$ cat config.mk
export PLATFORM = sky130hd
export DESIGN_NAME = csp_serial_port
export DESIGN_NICKNAME = d
export VERILOG_FILES = /design/src/csp_pkg.sv /design/src/csp_link_if.sv /design/src/csp_link_sync.sv /design/src/csp_crc4.sv /design/src/csp_serial_port.sv
export SDC_FILE = /design/constraint.sdc
export NUM_CORES = 1
export LEC_CHECK = 0
export BUFFER_PORTS_ARGS = -buffer_cell sky130_fd_sc_hd__buf_2
export CORE_UTILIZATION = 63
export CTS_CLUSTER_DIAMETER = 30
export CTS_CLUSTER_SIZE = 24
export DETAILED_ROUTE_END_ITERATION = 10
export HOLD_SLACK_MARGIN = 0.06
export PLACE_DENSITY = 0.81
export SLEW_MARGIN = 20
export SYNTH_ARGS = -nofsm -noshare
export SYNTH_HDL_FRONTEND = slang
export SYNTH_SLANG_ARGS = --single-unit
$ cat constraint.sdc
create_clock -name core_clk -period 2.6 [get_ports core_clk]
set_input_delay 0.52 -clock core_clk [delete_from_list [all_inputs] [get_ports core_clk]]
set_output_delay 0.52 -clock core_clk [all_outputs]
set_load 0.005 [all_outputs]
$ cat src/csp_pkg.sv
// shared constants and types for the serial register port
package csp_pkg;

  // core clock and idle timeout
  localparam int CLK_PERIOD_NS = 25;
  localparam int IDLE_TIMEOUT_NS = 1500000;
  localparam int IDLE_TIMEOUT_CYC =
    (IDLE_TIMEOUT_NS + CLK_PERIOD_NS - 1) / CLK_PERIOD_NS;

  // frame bit positions, counted from zero
  localparam logic [4:0] POS_START2 = 5'h01;
  localparam logic [4:0] POS_CMD_LAST = 5'h07;
  localparam logic [4:0] POS_DATA_FIRST = 5'h08;
  localparam logic [4:0] POS_CRC_FIRST = 5'h14;
  localparam logic [4:0] POS_LAST = 5'h17;
  localparam logic [1:0] START_CODE = 2'h1;

  // register addresses with side effects
  localparam logic [3:0] ADR_IFR = 4'h6;
  localparam logic [3:0] ADR_TRANSCEIVER_STATUS_REGISTER = 4'h7;
  localparam logic [3:0] ADR_SYS = 4'hF;

  // register fields
  localparam int IFR_PROTO_BIT = 11;
  localparam int IFR_CRC_BIT = 10;
  localparam int IFR_RESUME_BIT = 9;
  localparam logic [11:0] IFR_EVT_MASK = 12'hE00;
  localparam int SYS_CRCOFF_BIT = 7;
  localparam logic [11:0] REG_RESET = 12'h000;

  typedef enum logic [1:0] {
    CMD_READ = 2'b00,
    CMD_WRITE = 2'b01,
    CMD_CLEAR = 2'b10,
    CMD_MUTE = 2'b11
  } csp_cmd_t;

  typedef enum logic [1:0] {
    ST_IDLE = 2'b00,
    ST_SHIFT = 2'b01,
    ST_DISCARD = 2'b10,
    ST_MUTE = 2'b11
  } csp_state_t;

  // implemented bits of each register
  function automatic logic [11:0] regMask(input logic [3:0] a);
    unique case (a)
      4'h6, 4'h8, 4'h9, 4'hA, 4'hE: regMask = 12'hFFF;
      4'h7: regMask = 12'h1FF;
      4'hB, 4'hC, 4'hD: regMask = 12'h000;
      default: regMask = 12'h0FF;
    endcase
  endfunction : regMask

  // one step of division by x^4 + 1
  function automatic logic [3:0] crc4Step(input logic [3:0] c,
                                          input logic b);
    crc4Step = {c[2:0], c[3] ^ b};
  endfunction : crc4Step

endpackage : csp_pkg

$ cat src/csp_link_if.sv
// serial link events passed from the sampler to the frame logic
`timescale 1ns/100ps
interface csp_link_if;
  logic sclkRise;
  logic sclkFall;
  logic sinBit;
  modport src (output sclkRise, output sclkFall, output sinBit);
  modport dst (input sclkRise, input sclkFall, input sinBit);
endinterface : csp_link_if

$ cat src/csp_link_sync.sv
// synchronises the serial clock and data and finds clock edges
`timescale 1ns/100ps
module csp_link_sync (
  // clock and reset
  input wire logic core_clk,
  input wire logic rst,
  // pins
  input wire logic serialClk,
  input wire logic serialIn,
  // events
  csp_link_if.src link
);

  logic sclkS1_q;
  logic sclkS2_q;
  logic sclkPrev_q;
  logic sinS1_q;
  logic sinS2_q;

  always_ff @(posedge core_clk) begin
    if (rst) begin
      sclkS1_q <= 1'b0;
      sclkS2_q <= 1'b0;
      sclkPrev_q <= 1'b0;
      sinS1_q <= 1'b0;
      sinS2_q <= 1'b0;
    end else begin
      sclkS1_q <= serialClk;
      sclkS2_q <= sclkS1_q;
      sclkPrev_q <= sclkS2_q;
      sinS1_q <= serialIn;
      sinS2_q <= sinS1_q;
    end
  end

  assign link.sclkRise = sclkS2_q & ~sclkPrev_q;
  assign link.sclkFall = ~sclkS2_q & sclkPrev_q;
  assign link.sinBit = sinS2_q;

endmodule : csp_link_sync

$ cat src/csp_crc4.sv
// four bit check code accumulator over a serial bit stream
`timescale 1ns/100ps
module csp_crc4 (
  // clock and reset
  input wire logic core_clk,
  input wire logic rst,
  // stream
  input wire logic shift,
  input wire logic first,
  input wire logic bitIn,
  // result
  output logic [3:0] crc
);

  logic [3:0] crc_q;
  wire [3:0] base = first ? 4'h0 : crc_q;

  always_ff @(posedge core_clk) begin
    if (rst) begin
      crc_q <= 4'h0;
    end else if (shift) begin
      crc_q <= csp_pkg::crc4Step(base, bitIn);
    end
  end

  assign crc = crc_q;

endmodule : csp_crc4

$ cat src/csp_serial_port.sv
// serial register port with echo, check codes and output muting
`timescale 1ns/100ps
module csp_serial_port #(
  parameter int IDLE_TIMEOUT = csp_pkg::IDLE_TIMEOUT_CYC
) (
  // clock and reset
  input wire logic core_clk,
  input wire logic rst,
  // serial link pins
  input wire logic serialClk,
  input wire logic serialIn,
  output logic serialOut,
  output logic serialOutEn_n,
  output logic interruptRequest_n,
  // register port
  input wire logic [3:0] regAddr,
  input wire logic [11:0] regWrData,
  input wire logic regWr,
  input wire logic regRd,
  output logic [11:0] regRdData
);

  localparam logic [19:0] TO_LAST = 20'(IDLE_TIMEOUT - 1);

  csp_link_if link ();

  csp_link_sync uSync (
    .core_clk(core_clk),
    .rst(rst),
    .serialClk(serialClk),
    .serialIn(serialIn),
    .link(link)
  );

  // frame state
  csp_pkg::csp_state_t state_q;
  csp_pkg::csp_state_t state_d;
  logic [4:0] pos_q;
  logic [4:0] pos_d;
  logic [19:0] idleCnt_q;

  // input shifters
  logic [7:0] cmdSh_q;
  logic [11:0] dataSh_q;
  logic [3:0] crcSh_q;
  logic lastIn_q;
  logic [3:0] addr_q;
  csp_pkg::csp_cmd_t cmd_q;

  // output shifter
  logic [11:0] outSh_q;

  // pin and port flops
  logic serialOut_q;
  logic outEnN_q;
  logic irqN_q;
  logic [11:0] rdData_q;

  // register file
  logic crcOff_q;
  logic [11:0] regs_q [16];
  logic [11:0] regD [16];
  logic [11:0] regView [16];

  // check codes
  logic [3:0] inCrc;
  logic [3:0] outCrc;

  // link events
  wire rise = link.sclkRise;
  wire fall = link.sclkFall;
  wire inBit = link.sinBit;

  // input side decode
  wire listening = (state_q == csp_pkg::ST_IDLE) ||
                   (state_q == csp_pkg::ST_SHIFT);
  wire takeBit = rise && listening;
  wire atStart2 = takeBit && (pos_q == csp_pkg::POS_START2);
  wire [1:0] startCode = {cmdSh_q[0], inBit};
  wire badStart = atStart2 &&
                  (startCode != csp_pkg::START_CODE);
  wire atCmdLast = takeBit && (pos_q == csp_pkg::POS_CMD_LAST);
  wire [3:0] newAddr = cmdSh_q[4:1];
  wire [1:0] newCmd = {cmdSh_q[0], inBit};
  wire inData = (pos_q >= csp_pkg::POS_DATA_FIRST) &&
                (pos_q < csp_pkg::POS_CRC_FIRST);
  wire inCrcField = pos_q >= csp_pkg::POS_CRC_FIRST;
  wire atEnd = takeBit && (pos_q == csp_pkg::POS_LAST);

  // end of frame actions
  wire [3:0] crcRx = {crcSh_q[2:0], inBit};
  wire crcOk = crcRx == inCrc;
  wire [11:0] rxWord = {dataSh_q[3:0], dataSh_q[11:4]};
  wire isWrite = atEnd && (cmd_q == csp_pkg::CMD_WRITE);
  wire crcFail = atEnd && !crcOk && !crcOff_q;
  wire wrAllowed = isWrite && (crcOk || crcOff_q);
  wire sysToggle = isWrite && crcOk &&
                   (addr_q == csp_pkg::ADR_SYS);
  wire serialWr = wrAllowed &&
                  (addr_q != csp_pkg::ADR_TRANSCEIVER_STATUS_REGISTER) &&
                  (addr_q != csp_pkg::ADR_SYS);
  wire clrRead = atEnd && (cmd_q == csp_pkg::CMD_CLEAR) &&
                 (addr_q == csp_pkg::ADR_IFR);

  // idle timeout
  wire timedOut = idleCnt_q == TO_LAST;
  wire abortFrame = timedOut &&
                    ((state_q == csp_pkg::ST_SHIFT) ||
                     (state_q == csp_pkg::ST_DISCARD));
  wire resume = timedOut && (state_q == csp_pkg::ST_MUTE);

  // output side decode
  wire talking = fall && (state_q == csp_pkg::ST_SHIFT);
  wire echoPhase = pos_q < csp_pkg::POS_DATA_FIRST;
  wire crcLoad = pos_q == csp_pkg::POS_CRC_FIRST;
  wire crcPhase = pos_q >= csp_pkg::POS_CRC_FIRST;
  wire outBit = echoPhase ? lastIn_q :
                crcLoad ? outCrc[3] :
                outSh_q[11];
  wire outCrcShift = talking && !crcPhase;
  wire outCrcFirst = pos_q == 5'h01;
  wire inCrcShift = takeBit && !inCrcField;
  wire inCrcFirst = pos_q == 5'h00;

  // hardware events into the flag register
  wire [11:0] events =
    (12'(badStart) << csp_pkg::IFR_PROTO_BIT) |
    (12'(crcFail) << csp_pkg::IFR_CRC_BIT) |
    (12'(resume) << csp_pkg::IFR_RESUME_BIT);

  // check code over received bits
  csp_crc4 uInCrc (
    .core_clk(core_clk),
    .rst(rst),
    .shift(inCrcShift),
    .first(inCrcFirst),
    .bitIn(inBit),
    .crc(inCrc)
  );

  // check code over sent bits
  csp_crc4 uOutCrc (
    .core_clk(core_clk),
    .rst(rst),
    .shift(outCrcShift),
    .first(outCrcFirst),
    .bitIn(outBit),
    .crc(outCrc)
  );

  // frame sequencing
  always_comb begin
    state_d = state_q;
    pos_d = pos_q;
    if (resume) begin
      state_d = csp_pkg::ST_IDLE;
      pos_d = 5'h00;
    end else if (abortFrame) begin
      state_d = csp_pkg::ST_IDLE;
      pos_d = 5'h00;
    end else if (badStart) begin
      state_d = csp_pkg::ST_DISCARD;
      pos_d = 5'h00;
    end else if (atEnd) begin
      pos_d = 5'h00;
      if (cmd_q == csp_pkg::CMD_MUTE) begin
        state_d = csp_pkg::ST_MUTE;
      end else begin
        state_d = csp_pkg::ST_IDLE;
      end
    end else if (takeBit) begin
      state_d = csp_pkg::ST_SHIFT;
      pos_d = pos_q + 5'h01;
    end
  end

  always_ff @(posedge core_clk) begin
    if (rst) begin
      state_q <= csp_pkg::ST_IDLE;
      pos_q <= 5'h00;
    end else begin
      state_q <= state_d;
      pos_q <= pos_d;
    end
  end

  // time since the last serial clock edge
  always_ff @(posedge core_clk) begin
    if (rst || rise || fall) begin
      idleCnt_q <= 20'h00000;
    end else if (!timedOut) begin
      idleCnt_q <= idleCnt_q + 20'h00001;
    end
  end

  // input shifters
  always_ff @(posedge core_clk) begin
    if (rst) begin
      cmdSh_q <= 8'h00;
      dataSh_q <= 12'h000;
      crcSh_q <= 4'h0;
      lastIn_q <= 1'b0;
    end else if (takeBit) begin
      lastIn_q <= inBit;
      if (inCrcFirst) begin
        cmdSh_q <= {7'h00, inBit};
        dataSh_q <= 12'h000;
        crcSh_q <= 4'h0;
      end else if (echoPhase) begin
        cmdSh_q <= {cmdSh_q[6:0], inBit};
      end else if (inData) begin
        dataSh_q <= {dataSh_q[10:0], inBit};
      end else begin
        crcSh_q <= {crcSh_q[2:0], inBit};
      end
    end
  end

  // address and command of the running frame
  always_ff @(posedge core_clk) begin
    if (rst) begin
      addr_q <= 4'h0;
      cmd_q <= csp_pkg::CMD_READ;
    end else if (atCmdLast) begin
      addr_q <= newAddr;
      cmd_q <= csp_pkg::csp_cmd_t'(newCmd);
    end
  end

  // output shifter, loaded with the addressed register
  always_ff @(posedge core_clk) begin
    if (rst) begin
      outSh_q <= 12'h000;
    end else if (atCmdLast) begin
      outSh_q <= {regView[newAddr][7:0],
                  regView[newAddr][11:8]};
    end else if (talking && !echoPhase) begin
      if (crcLoad) begin
        outSh_q <= {outCrc[2:0], 9'h000};
      end else begin
        outSh_q <= {outSh_q[10:0], 1'b0};
      end
    end
  end

  // serial output pin, enable low while driving
  always_ff @(posedge core_clk) begin
    if (rst) begin
      serialOut_q <= 1'b0;
      outEnN_q <= 1'b0;
    end else begin
      outEnN_q <= state_d == csp_pkg::ST_MUTE;
      if (talking) begin
        serialOut_q <= outBit;
      end
    end
  end

  // register read view with undefined bits forced low
  always_comb begin
    for (int i = 0; i < 16; i++) begin
      regView[i] = regs_q[i] & csp_pkg::regMask(4'(i));
    end
    regView[csp_pkg::ADR_SYS][csp_pkg::SYS_CRCOFF_BIT] = crcOff_q;
  end

  // register next values, serial write wins over port write
  always_comb begin
    for (int i = 0; i < 16; i++) begin
      regD[i] = regs_q[i];
      if (regWr && (regAddr == 4'(i))) begin
        regD[i] = regWrData & csp_pkg::regMask(4'(i));
      end
      if (serialWr && (addr_q == 4'(i))) begin
        regD[i] = rxWord & csp_pkg::regMask(4'(i));
      end
    end
    if (clrRead) begin
      regD[csp_pkg::ADR_IFR] = 12'h000;
    end
    regD[csp_pkg::ADR_IFR] = regD[csp_pkg::ADR_IFR] | events;
  end

  always_ff @(posedge core_clk) begin
    for (int i = 0; i < 16; i++) begin
      if (rst) begin
        regs_q[i] <= csp_pkg::REG_RESET;
      end else begin
        regs_q[i] <= regD[i];
      end
    end
  end

  // check code verification toggle
  always_ff @(posedge core_clk) begin
    if (rst) begin
      crcOff_q <= 1'b0;
    end else if (sysToggle) begin
      crcOff_q <= ~crcOff_q;
    end
  end

  // interrupt line low while any event flag is set
  always_ff @(posedge core_clk) begin
    if (rst) begin
      irqN_q <= 1'b1;
    end else begin
      irqN_q <= ~|(regs_q[csp_pkg::ADR_IFR] &
                   csp_pkg::IFR_EVT_MASK);
    end
  end

  // register port read data
  always_ff @(posedge core_clk) begin
    if (rst) begin
      rdData_q <= 12'h000;
    end else if (regRd) begin
      rdData_q <= regView[regAddr];
    end
  end

  assign serialOut = serialOut_q;
  assign serialOutEn_n = outEnN_q;
  assign interruptRequest_n = irqN_q;
  assign regRdData = rdData_q;

endmodule : csp_serial_port

# Word-level counts from Yosys, hierarchy flattened
# Memories as Yosys holds them, arrays and structs flattened.
# Index checks and enable logic that the tools add are counted.
[op_classes]
add_sub_neg = 2
order_cmp = 6
eq_ne = 51
mux = 111
bitwise_logic = 60
n_reduce_logical = 79
[op_table]
columns = ["op", "n"]
rows = [
  ["12-bit 2-to-1 mux", 91],
  ["12-bit AND", 32],
  ["12-bit binary-select mux with 4-bit select", 2],
  ["4-bit equality test (second input constant)", 16],
  ["1-bit logical AND", 54],
  ["4-bit by 3-bit equality test with 1-bit output (second input constant)", 8],
  ["20-bit by 1-bit adder with 20-bit output (second input constant)", 1],
  ["20-bit by 16-bit equality test with 1-bit output (second input constant)", 1],
  ["4-bit by 2-bit equality test with 1-bit output (second input constant)", 4],
  ["1-bit OR", 16],
  ["5-bit >= comparator (second input constant)", 3],
  ["2-bit 2-to-1 mux", 6],
  ["12-bit by 10-bit OR with 12-bit output", 1],
  ["12-bit by 11-bit OR with 12-bit output", 1],
  ["12-bit OR", 1],
  ["2-bit equality test (second input constant)", 5],
  ["5-bit equality test (second input constant)", 2],
  ["5-bit 2-to-1 mux", 2],
  ["4-bit NOT with 5-bit output", 2],
  ["3-bit 2-to-1 mux", 3],
  ["4-bit by 1-bit equality test with 1-bit output (second input constant)", 2],
  ["4-bit logical NOT", 2],
  ["4-bit 2-to-1 mux", 2],
  ["2-bit AND reduction", 4],
  ["other kinds (24)", 48],
]
[totals]
regBits = 95
ramBits = 192
memories = 1
[memory_table]
columns = ["memory", "words", "word_bits", "read_ports", "rd_ports_with_merged_regs", "write_ports", "line", "text"]
rows = [
  ["regs_q", 16, 12, 13, 0, 16, "csp_serial_port.sv:61", "logic [11:0] regs_q [16];"],
]

# Longest topological paths before layout
# Gate-level depths: netlist of the first run.
[depth]
depth_word = 15
ltp_mapped = 9
depth_no_buf = 7

# Cells and area by module
# Synthesis of the first run repeated with hierarchy kept, for this count alone.
[hier_totals]
hier_cells = 1290
hier_area_um2 = 12189.2
[modules_own_cells]
columns = ["mod", "n_inst", "cells_per_inst", "area_each_um2", "seq_area_each_um2"]
rows = [
  ["csp_serial_port", 1, 1242, 11690.0, 4124.0],
  ["csp_crc4", 2, 18, 177.7, 80.1],
  ["csp_link_sync", 1, 12, 143.9, 100.1],
]

# Worst setup path after synthesis of the first run
# OpenSTA, ideal clock, no wires.
[synth_timing]
path_type = "in2reg"
from = "input regAddr[1]"
to = "memory regs_q[6][11]"
setup_time_ns = 0.131
t_arrival_ns = 1.985
slack_ns = 0.484
stages = 7
n_path_buf = 2
path_cell_list = "buf_6 -> nand3b_2 -> nor3b_1 -> buf_2 -> mux2_2 -> mux2i_1 -> o22ai_1"
[synth_rtl]
columns = ["element", "line", "text"]
rows = [
  ["start: declaration", "csp_serial_port.sv:16", "input wire logic [3:0] regAddr,"],
  ["end: declaration", "csp_serial_port.sv:61", ""],
]

==> Flow_metrics.wiki, run 1 <==
{| class="wikitable"
! Metric !! Value
|-
| Most used DFF post-synth || dfxtp_1
|-
| Share of post-route cells with drive strength above 1 || 17.3%
|-
| Leakage power || 5.33 nW
|-
| Worst IR drop on VDD || 0.000509 V
|-
| Violated checks || DRC
|-
| Die span in y || 139 um
|-
| Classification of the worst-slack hold path || in2reg
|-
| Sequential cell area || 0.00439 mm2
|-
| Max Root-Sink Buffers || 3
|-
| Number of storage elements in the synthesis netlist || 219
|-
| PwrDens || 683 mW/mm2
|-
| Post-synth top cells || dfxtp_1, nor2_1, mux2i_1
|-
| DP Worst Slack || -0.0401 ns
|-
| Vias after detailed routing || 10700
|-
| Peak fanout along the critical path || 24
|-
| Num Clock Sinks || 219
|-
| Detailed router's first-iteration violation count || 1472
|-
| Total power || 9.32 mW
|-
| Initial core utilization || 64.9%
|-
| Number of antenna violations at the first check in global routing || 0
|-
| Number of diodes || 0
|-
| Core footprint || 0.0181 mm2
|-
| Start-to-end type of the worst setup path || reg2reg
|-
| CTS tree || yes
|-
| Number of standard cells after synthesis || 1289
|-
| Fill cells || 1215
|-
| Layout Nets || 1342
|-
| Path depth of the worst reg2reg path || 8
|-
| Number of vias per cell after detailed routing || 6.78
|-
| Seq/Total Area, Yosys || 37.2%
|-
| Detailed Route WL || 34700 um
|-
| Number of enable-type register cells in the synthesized netlist || 0
|-
| RSZ-0062 raised after global routing || false
|-
| Clock Skews || 0.0165 ns
|-
| Signal arrival time at the worst endpoint || 2.81 ns
|-
| FP Rows || 49
|-
| Tot GR Track Use || 35.9%
|-
| TritonCTS buffer count || 43
|-
| Number of hold violations in the final report || 0
|-
| Mapped Area || 0.0118 mm2
|-
| Least-Margin Pin Slew || 0.974 ns
|-
| Ys Warns || 0
|-
| Max Slew Vio Count || 0
|-
| Die area || 0.0192 mm2
|-
| Number of I/O port buffers || 36
|-
| Fraction of synthesized cell area taken by the top area cell type || 37.2%
|-
| Global placer's final weighted congestion || 0.949
|-
| First-pass GRT wire length || 55100 um
|-
| Sum of net half-perimeters after detailed placement || 22600 um
|-
| Number of nets in the synthesized netlist || 1318
|-
| Crit share post-route || 92.2%
|-
| Maximum number of pins on one net before global-route repair || 75
|-
| Number of stages on the worst hold path || 2
|-
| Max frequency || 417 MHz
|-
| Clock-pin slew on the worst setup and hold paths || 0.05 ns
|-
| Status || finished, violations left
|-
| Dominant cell by count in the synthesized netlist || dfxtp_1
|-
| Detailed Routing Iterations Pass 1 || 9
|-
| Max-cap check violation count || 0
|-
| Min Clock Period, post-route || 2.40 ns
|-
| Post-detailed-route count of antenna-violating nets || 0
|-
| Die Width || 139 um
|-
| Fraction of synthesis flops using an asynchronous set or reset pin || 0%
|-
| Worst-case setup margin in the final layout || 0.203 ns
|-
| Endpoint kind of the worst setup timing path || flop
|-
| CTS H-tree depth || 2
|-
| Top cell type by total area after synthesis || dfxtp_1
|-
| Number of top-level pins || 37
|-
| Clock root buffer || clkbuf_16
|-
| Area used by multi-input combinational logic || 0.00688 mm2
|-
| Area growth, synth to finish || 15.9%
|-
| Type of element launching the critical path || flop
|-
| Worst relative slew slack || 35.0%
|-
| Vias in the first global route || 10100
|-
| Average routed wire per standard cell || 22.0 um
|-
| GRT Residual Overflow || 0
|-
| Biggest area contributors in the synthesized netlist || dfxtp_1, mux2i_1, a211oi_1
|-
| Data required time of the critical path || 3.01 ns
|-
| Post-Route Setup TNS || 0 ns
|-
| Number of setup violations in the final report || 0
|-
| Later-pin clock latency in the skew report || 0.53 ns
|-
| Count of different cell masters after synthesis || 67
|-
| Post-route DRC violation count || 4
|-
| Post-synthesis average cell area || 9.13 um2
|}
## state kept, by name, summed over array words and instances, names as in the netlist, 5 cells and up
name       flops
outSh_q       12
idleCnt_q     20
regs_q       124
pos_q          5
dataSh_q      12
regRdData     12
cmdSh_q        5
## critical path, stage by stage (launching register included)
cell	delay, ns
dfxtp_1	0.36
inv_1	0.07
ha_1	0.23
nor2_1	0.58
nor4_4	0.10
buf_4	0.26
nand4_4	0.29
nor2_1	0.11
a211oi_1	0.30
## final cells by class
type | count | share of cell area [%]
multi-input cells | 948 | 50.4
flip-flops and latches | 219 | 32.1
clock buffers | 57 | 8.87
repair buffers | 90 | 4.49
well taps | 229 | 2.10
clock inverters | 23 | 1.71
inverters | 11 | 0.303
## final timing paths
check / startpoint / end / slack, ns
setup / recovery: state_q[1] / regs_q[8][10] / 0.20
hold reg to reg: uSync.sinS1_q / uSync.link.sinBit / 0.44
hold / removal: serialClk / uSync.sclkS1_q / 0.21
setup reg to reg: state_q[1] / regs_q[8][10] / 0.20
## cells by family after synthesis
| group | after synthesis | synth area share, % |
|---|---|---|
| xor+xnor | 25 | 1.86 |
| fa+ha+maj | 7 | 0.744 |
| simple gates | 416 | 17.5 |
| buf+inv | 122 | 4.59 |
| compound gates | 314 | 19.1 |
| mux | 186 | 19.0 |
| flops | 219 | 37.2 |
## timing repair
item                                    in CTS  in global routing
buffers inserted                             1                  0
endpoints found under the setup margin      79                  0
resized for setup                            1                  0
hold buffers                                 0                  0
## cell usage in the layout (no fill, tap or decap), types with 9 or more instances in the layout
| cell | n |
|---|---|
| a211oi_1 | 112 |
| a211oi_2 | 9 |
| a21oi_1 | 57 |
| a22oi_1 | 16 |
| a2bb2oi_1 | 20 |
| a31oi_1 | 10 |
| a32oi_1 | 14 |
| buf_2 | 35 |
| buf_4 | 53 |
| clkbuf_16 | 44 |
| clkinv_2 | 9 |
| dfxtp_1 | 217 |
| inv_1 | 10 |
| mux2i_1 | 152 |
| mux4_2 | 29 |
| nand2_1 | 75 |
| nand2b_1 | 11 |
| nand3_1 | 32 |
| nor2_1 | 201 |
| nor2b_1 | 20 |
| nor3_1 | 16 |
| o21ai_0 | 36 |
| xor2_1 | 19 |
## routing by layer
| metal | up-vias | wire [um] | track usage, % | share of wire, % |
|---|---|---|---|---|
| met3 | 98 | 3840 | 6.91 | 11 |
| met4 | 0 | 1110 | 14.6 | 3.2 |
| li1 | 4839 | - | - | - |
| met5 | - | 0 | 0 | 0 |
| met1 | 5105 | 14400 | 50.4 | 41 |
| met2 | 657 | 15400 | 54.5 | 44 |
## per-stage QoR
step                      instance area (um2)  hold slack [ns]  utilization (%)  std cells
after floorplan                         11800            0.414                -       1289
after detailed placement                12200            0.430             67.2       1496
after global routing                    13600            0.206             75.2       1577
final                                   13600            0.212             75.2       1577
after CTS                               13600            0.197             75.2       1577
after global placement                  12200            0.417             67.2       1496
## power breakdown
part	switching (mW)	total, mW	internal, mW
Clock	1.82	5.40	3.58
Combinational	0.301	0.464	0.163
Sequential	0.0387	3.45	3.41
Total	2.16	9.32	7.16
(Power assumes the default switching activity.)
==> run 2: changes to the inputs <==
--- a/config.mk
+++ b/config.mk
@@ -6,6 +6,7 @@
 export NUM_CORES = 1
 export LEC_CHECK = 0
 export BUFFER_PORTS_ARGS = -buffer_cell sky130_fd_sc_hd__buf_2
+export CORE_MARGIN = 5
 export CORE_UTILIZATION = 63
 export CTS_CLUSTER_DIAMETER = 30
 export CTS_CLUSTER_SIZE = 24
==> run 2 against run 1 <==
The run now ends clean. Maximum frequency is 2.8% lower. Cell count up 0.70%. Worst hold slack got worse by 0.0070 ns. Largest cell class unchanged. Largest power group unchanged.
==> Flow_metrics.wiki, run 2 (same netlist as run 1, synthesis figures left out) <==
{| class="wikitable"
! Metric !! Value
|-
| Largest registers || regs_q (124), idleCnt_q (20)
|-
| Worst relative slew slack || 40.7% (+5.7 points)
|-
| CTS tree || yes
|-
| Commonest cells after routing, fill and taps aside || dfxtp_1, nor2_1, mux2i_1
|-
| Type of element launching the critical path || flop
|-
| Average routed wire per standard cell || 22.8 um (+3.7%)
|-
| Start-to-end type of the worst setup path || reg2reg
|-
| Number of diodes || 0 (unchanged)
|-
| FP Rows || 50 (+2.0%)
|-
| Num Clock Sinks || 219 (unchanged)
|-
| Area growth, synth to finish || 18.4%
|-
| Die span in y || 147 um (+5.8%)
|-
| Vias after detailed routing || 11000 (+2.7%)
|-
| Classification of the worst-slack hold path || in2reg
|-
| Signal arrival time at the worst endpoint || 2.84 ns (+0.03 ns)
|-
| Min Clock Period, post-route || 2.47 ns (+0.0682 ns)
|-
| Core footprint || 0.0186 mm2 (+2.4%)
|-
| First-pass GRT wire length || 57600 um (+4.6%)
|-
| Layout Nets || 1345 (+0.22%)
|-
| Number of hold violations in the final report || 0 (unchanged)
|-
| Global placer's final weighted congestion || 0.946 (-0.27%)
|-
| Tot GR Track Use || 32.7% (-3.2 points)
|-
| Clock root buffer || clkbuf_16
|-
| Die area || 0.0215 mm2 (+12%)
|-
| Worst IR drop on VDD || 0.000553 V (+8.7%)
|-
| Least-Margin Pin Slew || 0.888 ns (-0.0858 ns)
|-
| Max FFs per register || 124 (unchanged)
|-
| Initial core utilization || 63.3% (-1.5 points)
|-
| Max-cap check violation count || 0 (unchanged)
|-
| Detailed router's first-iteration violation count || 1481 (+0.61%)
|-
| Sum of net half-perimeters after detailed placement || 23100 um (+2.1%)
|-
| GRT Residual Overflow || 0 (unchanged)
|-
| Post-Route Setup TNS || 0 ns (unchanged)
|-
| Post-detailed-route count of antenna-violating nets || 0 (unchanged)
|-
| RSZ-0062 raised after global routing || false
|-
| Detailed Route WL || 36200 um (+4.4%)
|-
| Total power || 10.4 mW (+11%)
|-
| Max Slew Vio Count || 0 (unchanged)
|-
| CTS H-tree depth || 2 (unchanged)
|-
| Die Width || 147 um (+5.8%)
|-
| Most frequent standard cell in the layout excluding fill and tap cells || dfxtp_1
|-
| Later-pin clock latency in the skew report || 0.53 ns (about the same)
|-
| Leakage power || 5.47 nW (+2.7%)
|-
| Share of post-route cells with drive strength above 1 || 17.8% (+0.51 points)
|-
| Detailed Routing Iterations Pass 1 || 9 (unchanged)
|-
| Register with the highest flop count || regs_q
|-
| Peak fanout along the critical path || 12 (-50%)
|-
| Max frequency || 406 MHz (-2.8%)
|-
| Data required time of the critical path || 2.98 ns (-0.03 ns)
|-
| Crit share post-route || 94.8% (+2.6 points)
|-
| Hold buffers post-CTS || 0 (unchanged)
|-
| Number of vias per cell after detailed routing || 6.92 (+2.0%)
|-
| Vias in the first global route || 10600 (+4.3%)
|-
| Number of setup violations in the final report || 0 (unchanged)
|-
| Post-route DRC violation count || 0 (-4)
|-
| Clock-pin slew on the worst setup and hold paths || 0.05 ns (about the same)
|-
| TritonCTS buffer count || 47 (+9.3%)
|-
| Status || finished, final reports clean
|-
| Number of antenna violations at the first check in global routing || 0 (unchanged)
|-
| Maximum number of pins on one net before global-route repair || 74 (-1.3%)
|-
| Clock Skews || 0.0199 ns (+0.00339 ns)
|-
| Number of I/O port buffers || 36 (unchanged)
|-
| PwrDens || 745 mW/mm2 (+9.1%)
|-
| Max Root-Sink Buffers || 3 (unchanged)
|-
| Endpoint kind of the worst setup timing path || flop
|-
| Number of top-level pins || 37 (unchanged)
|}
[run 2: per-layer routing]
layer	vias up	part of all wire (%)	GRT usage, %
li1	4848	-	-
met3	145	13	8.66
met2	791	45	49.4
met5	-	0	0
met1	5209	39	44.3
met4	0	3.8	14.1
[run 2: what timing repair did]
action / CTS / global route
endpoints found under the hold margin: 0 / 0
setup endpoints to repair: 0 / 11
buffers inserted: 0 / 0
resized for setup: 0 / 1
[run 2: final timing paths]
check                      from           endpoint  slack [ns]  cells past startpoint
setup / recovery     state_q[1]       regs_q[6][9]        0.13                      8
hold / removal        serialClk     uSync.sclkS1_q        0.20                      2
setup reg to reg     state_q[1]       regs_q[6][9]        0.13                      8
hold reg to reg   uSync.sinS1_q  uSync.link.sinBit        0.43                      1
[run 2: stage by stage]
stage | hold slack (ns) | std cells | util [%] | area (um2) | setup slack [ns]
finish | 0.205 | 1588 | 75.0 | 13900 | 0.135
global placement | 0.416 | 1501 | 65.7 | 12200 | 0.277
global route | 0.227 | 1588 | 75.0 | 13900 | 0.0182
floorplan | 0.414 | 1289 | - | 11800 | 0.484
CTS | 0.200 | 1588 | 75.0 | 13900 | 0.0775
detailed placement | 0.424 | 1501 | 65.7 | 12200 | 0.259
[run 2: worst max-delay path, cell delays in order, from the launching register on]
cell and delay (ns):
dfxtp_1 0.33, inv_1 0.11, ha_1 0.27, nor2_2 0.14, nor4_4 0.31, buf_4 0.28
a41oi_1 0.16, inv_1 0.50, o21ai_0 0.21
[run 2: cell type report]
cell class                      instances  area, um2
Fill cell                            1223       4650
Tap cell                              234        293
Clock inverter                         24        370
Clock buffer                           63       1360
Sequential cell                       219       4390
Multi-Input combinational cell        948       6870
Inverter                               11       41.3
Timing Repair Buffer                   89        609
[run 2: power breakdown]
group          leakage, nW  internal, mW  switching (mW)  total, mW
logic                 2.85         0.166           0.307      0.473
registers             1.77          3.41          0.0419       3.46
clock network        0.853          4.54            1.91       6.45
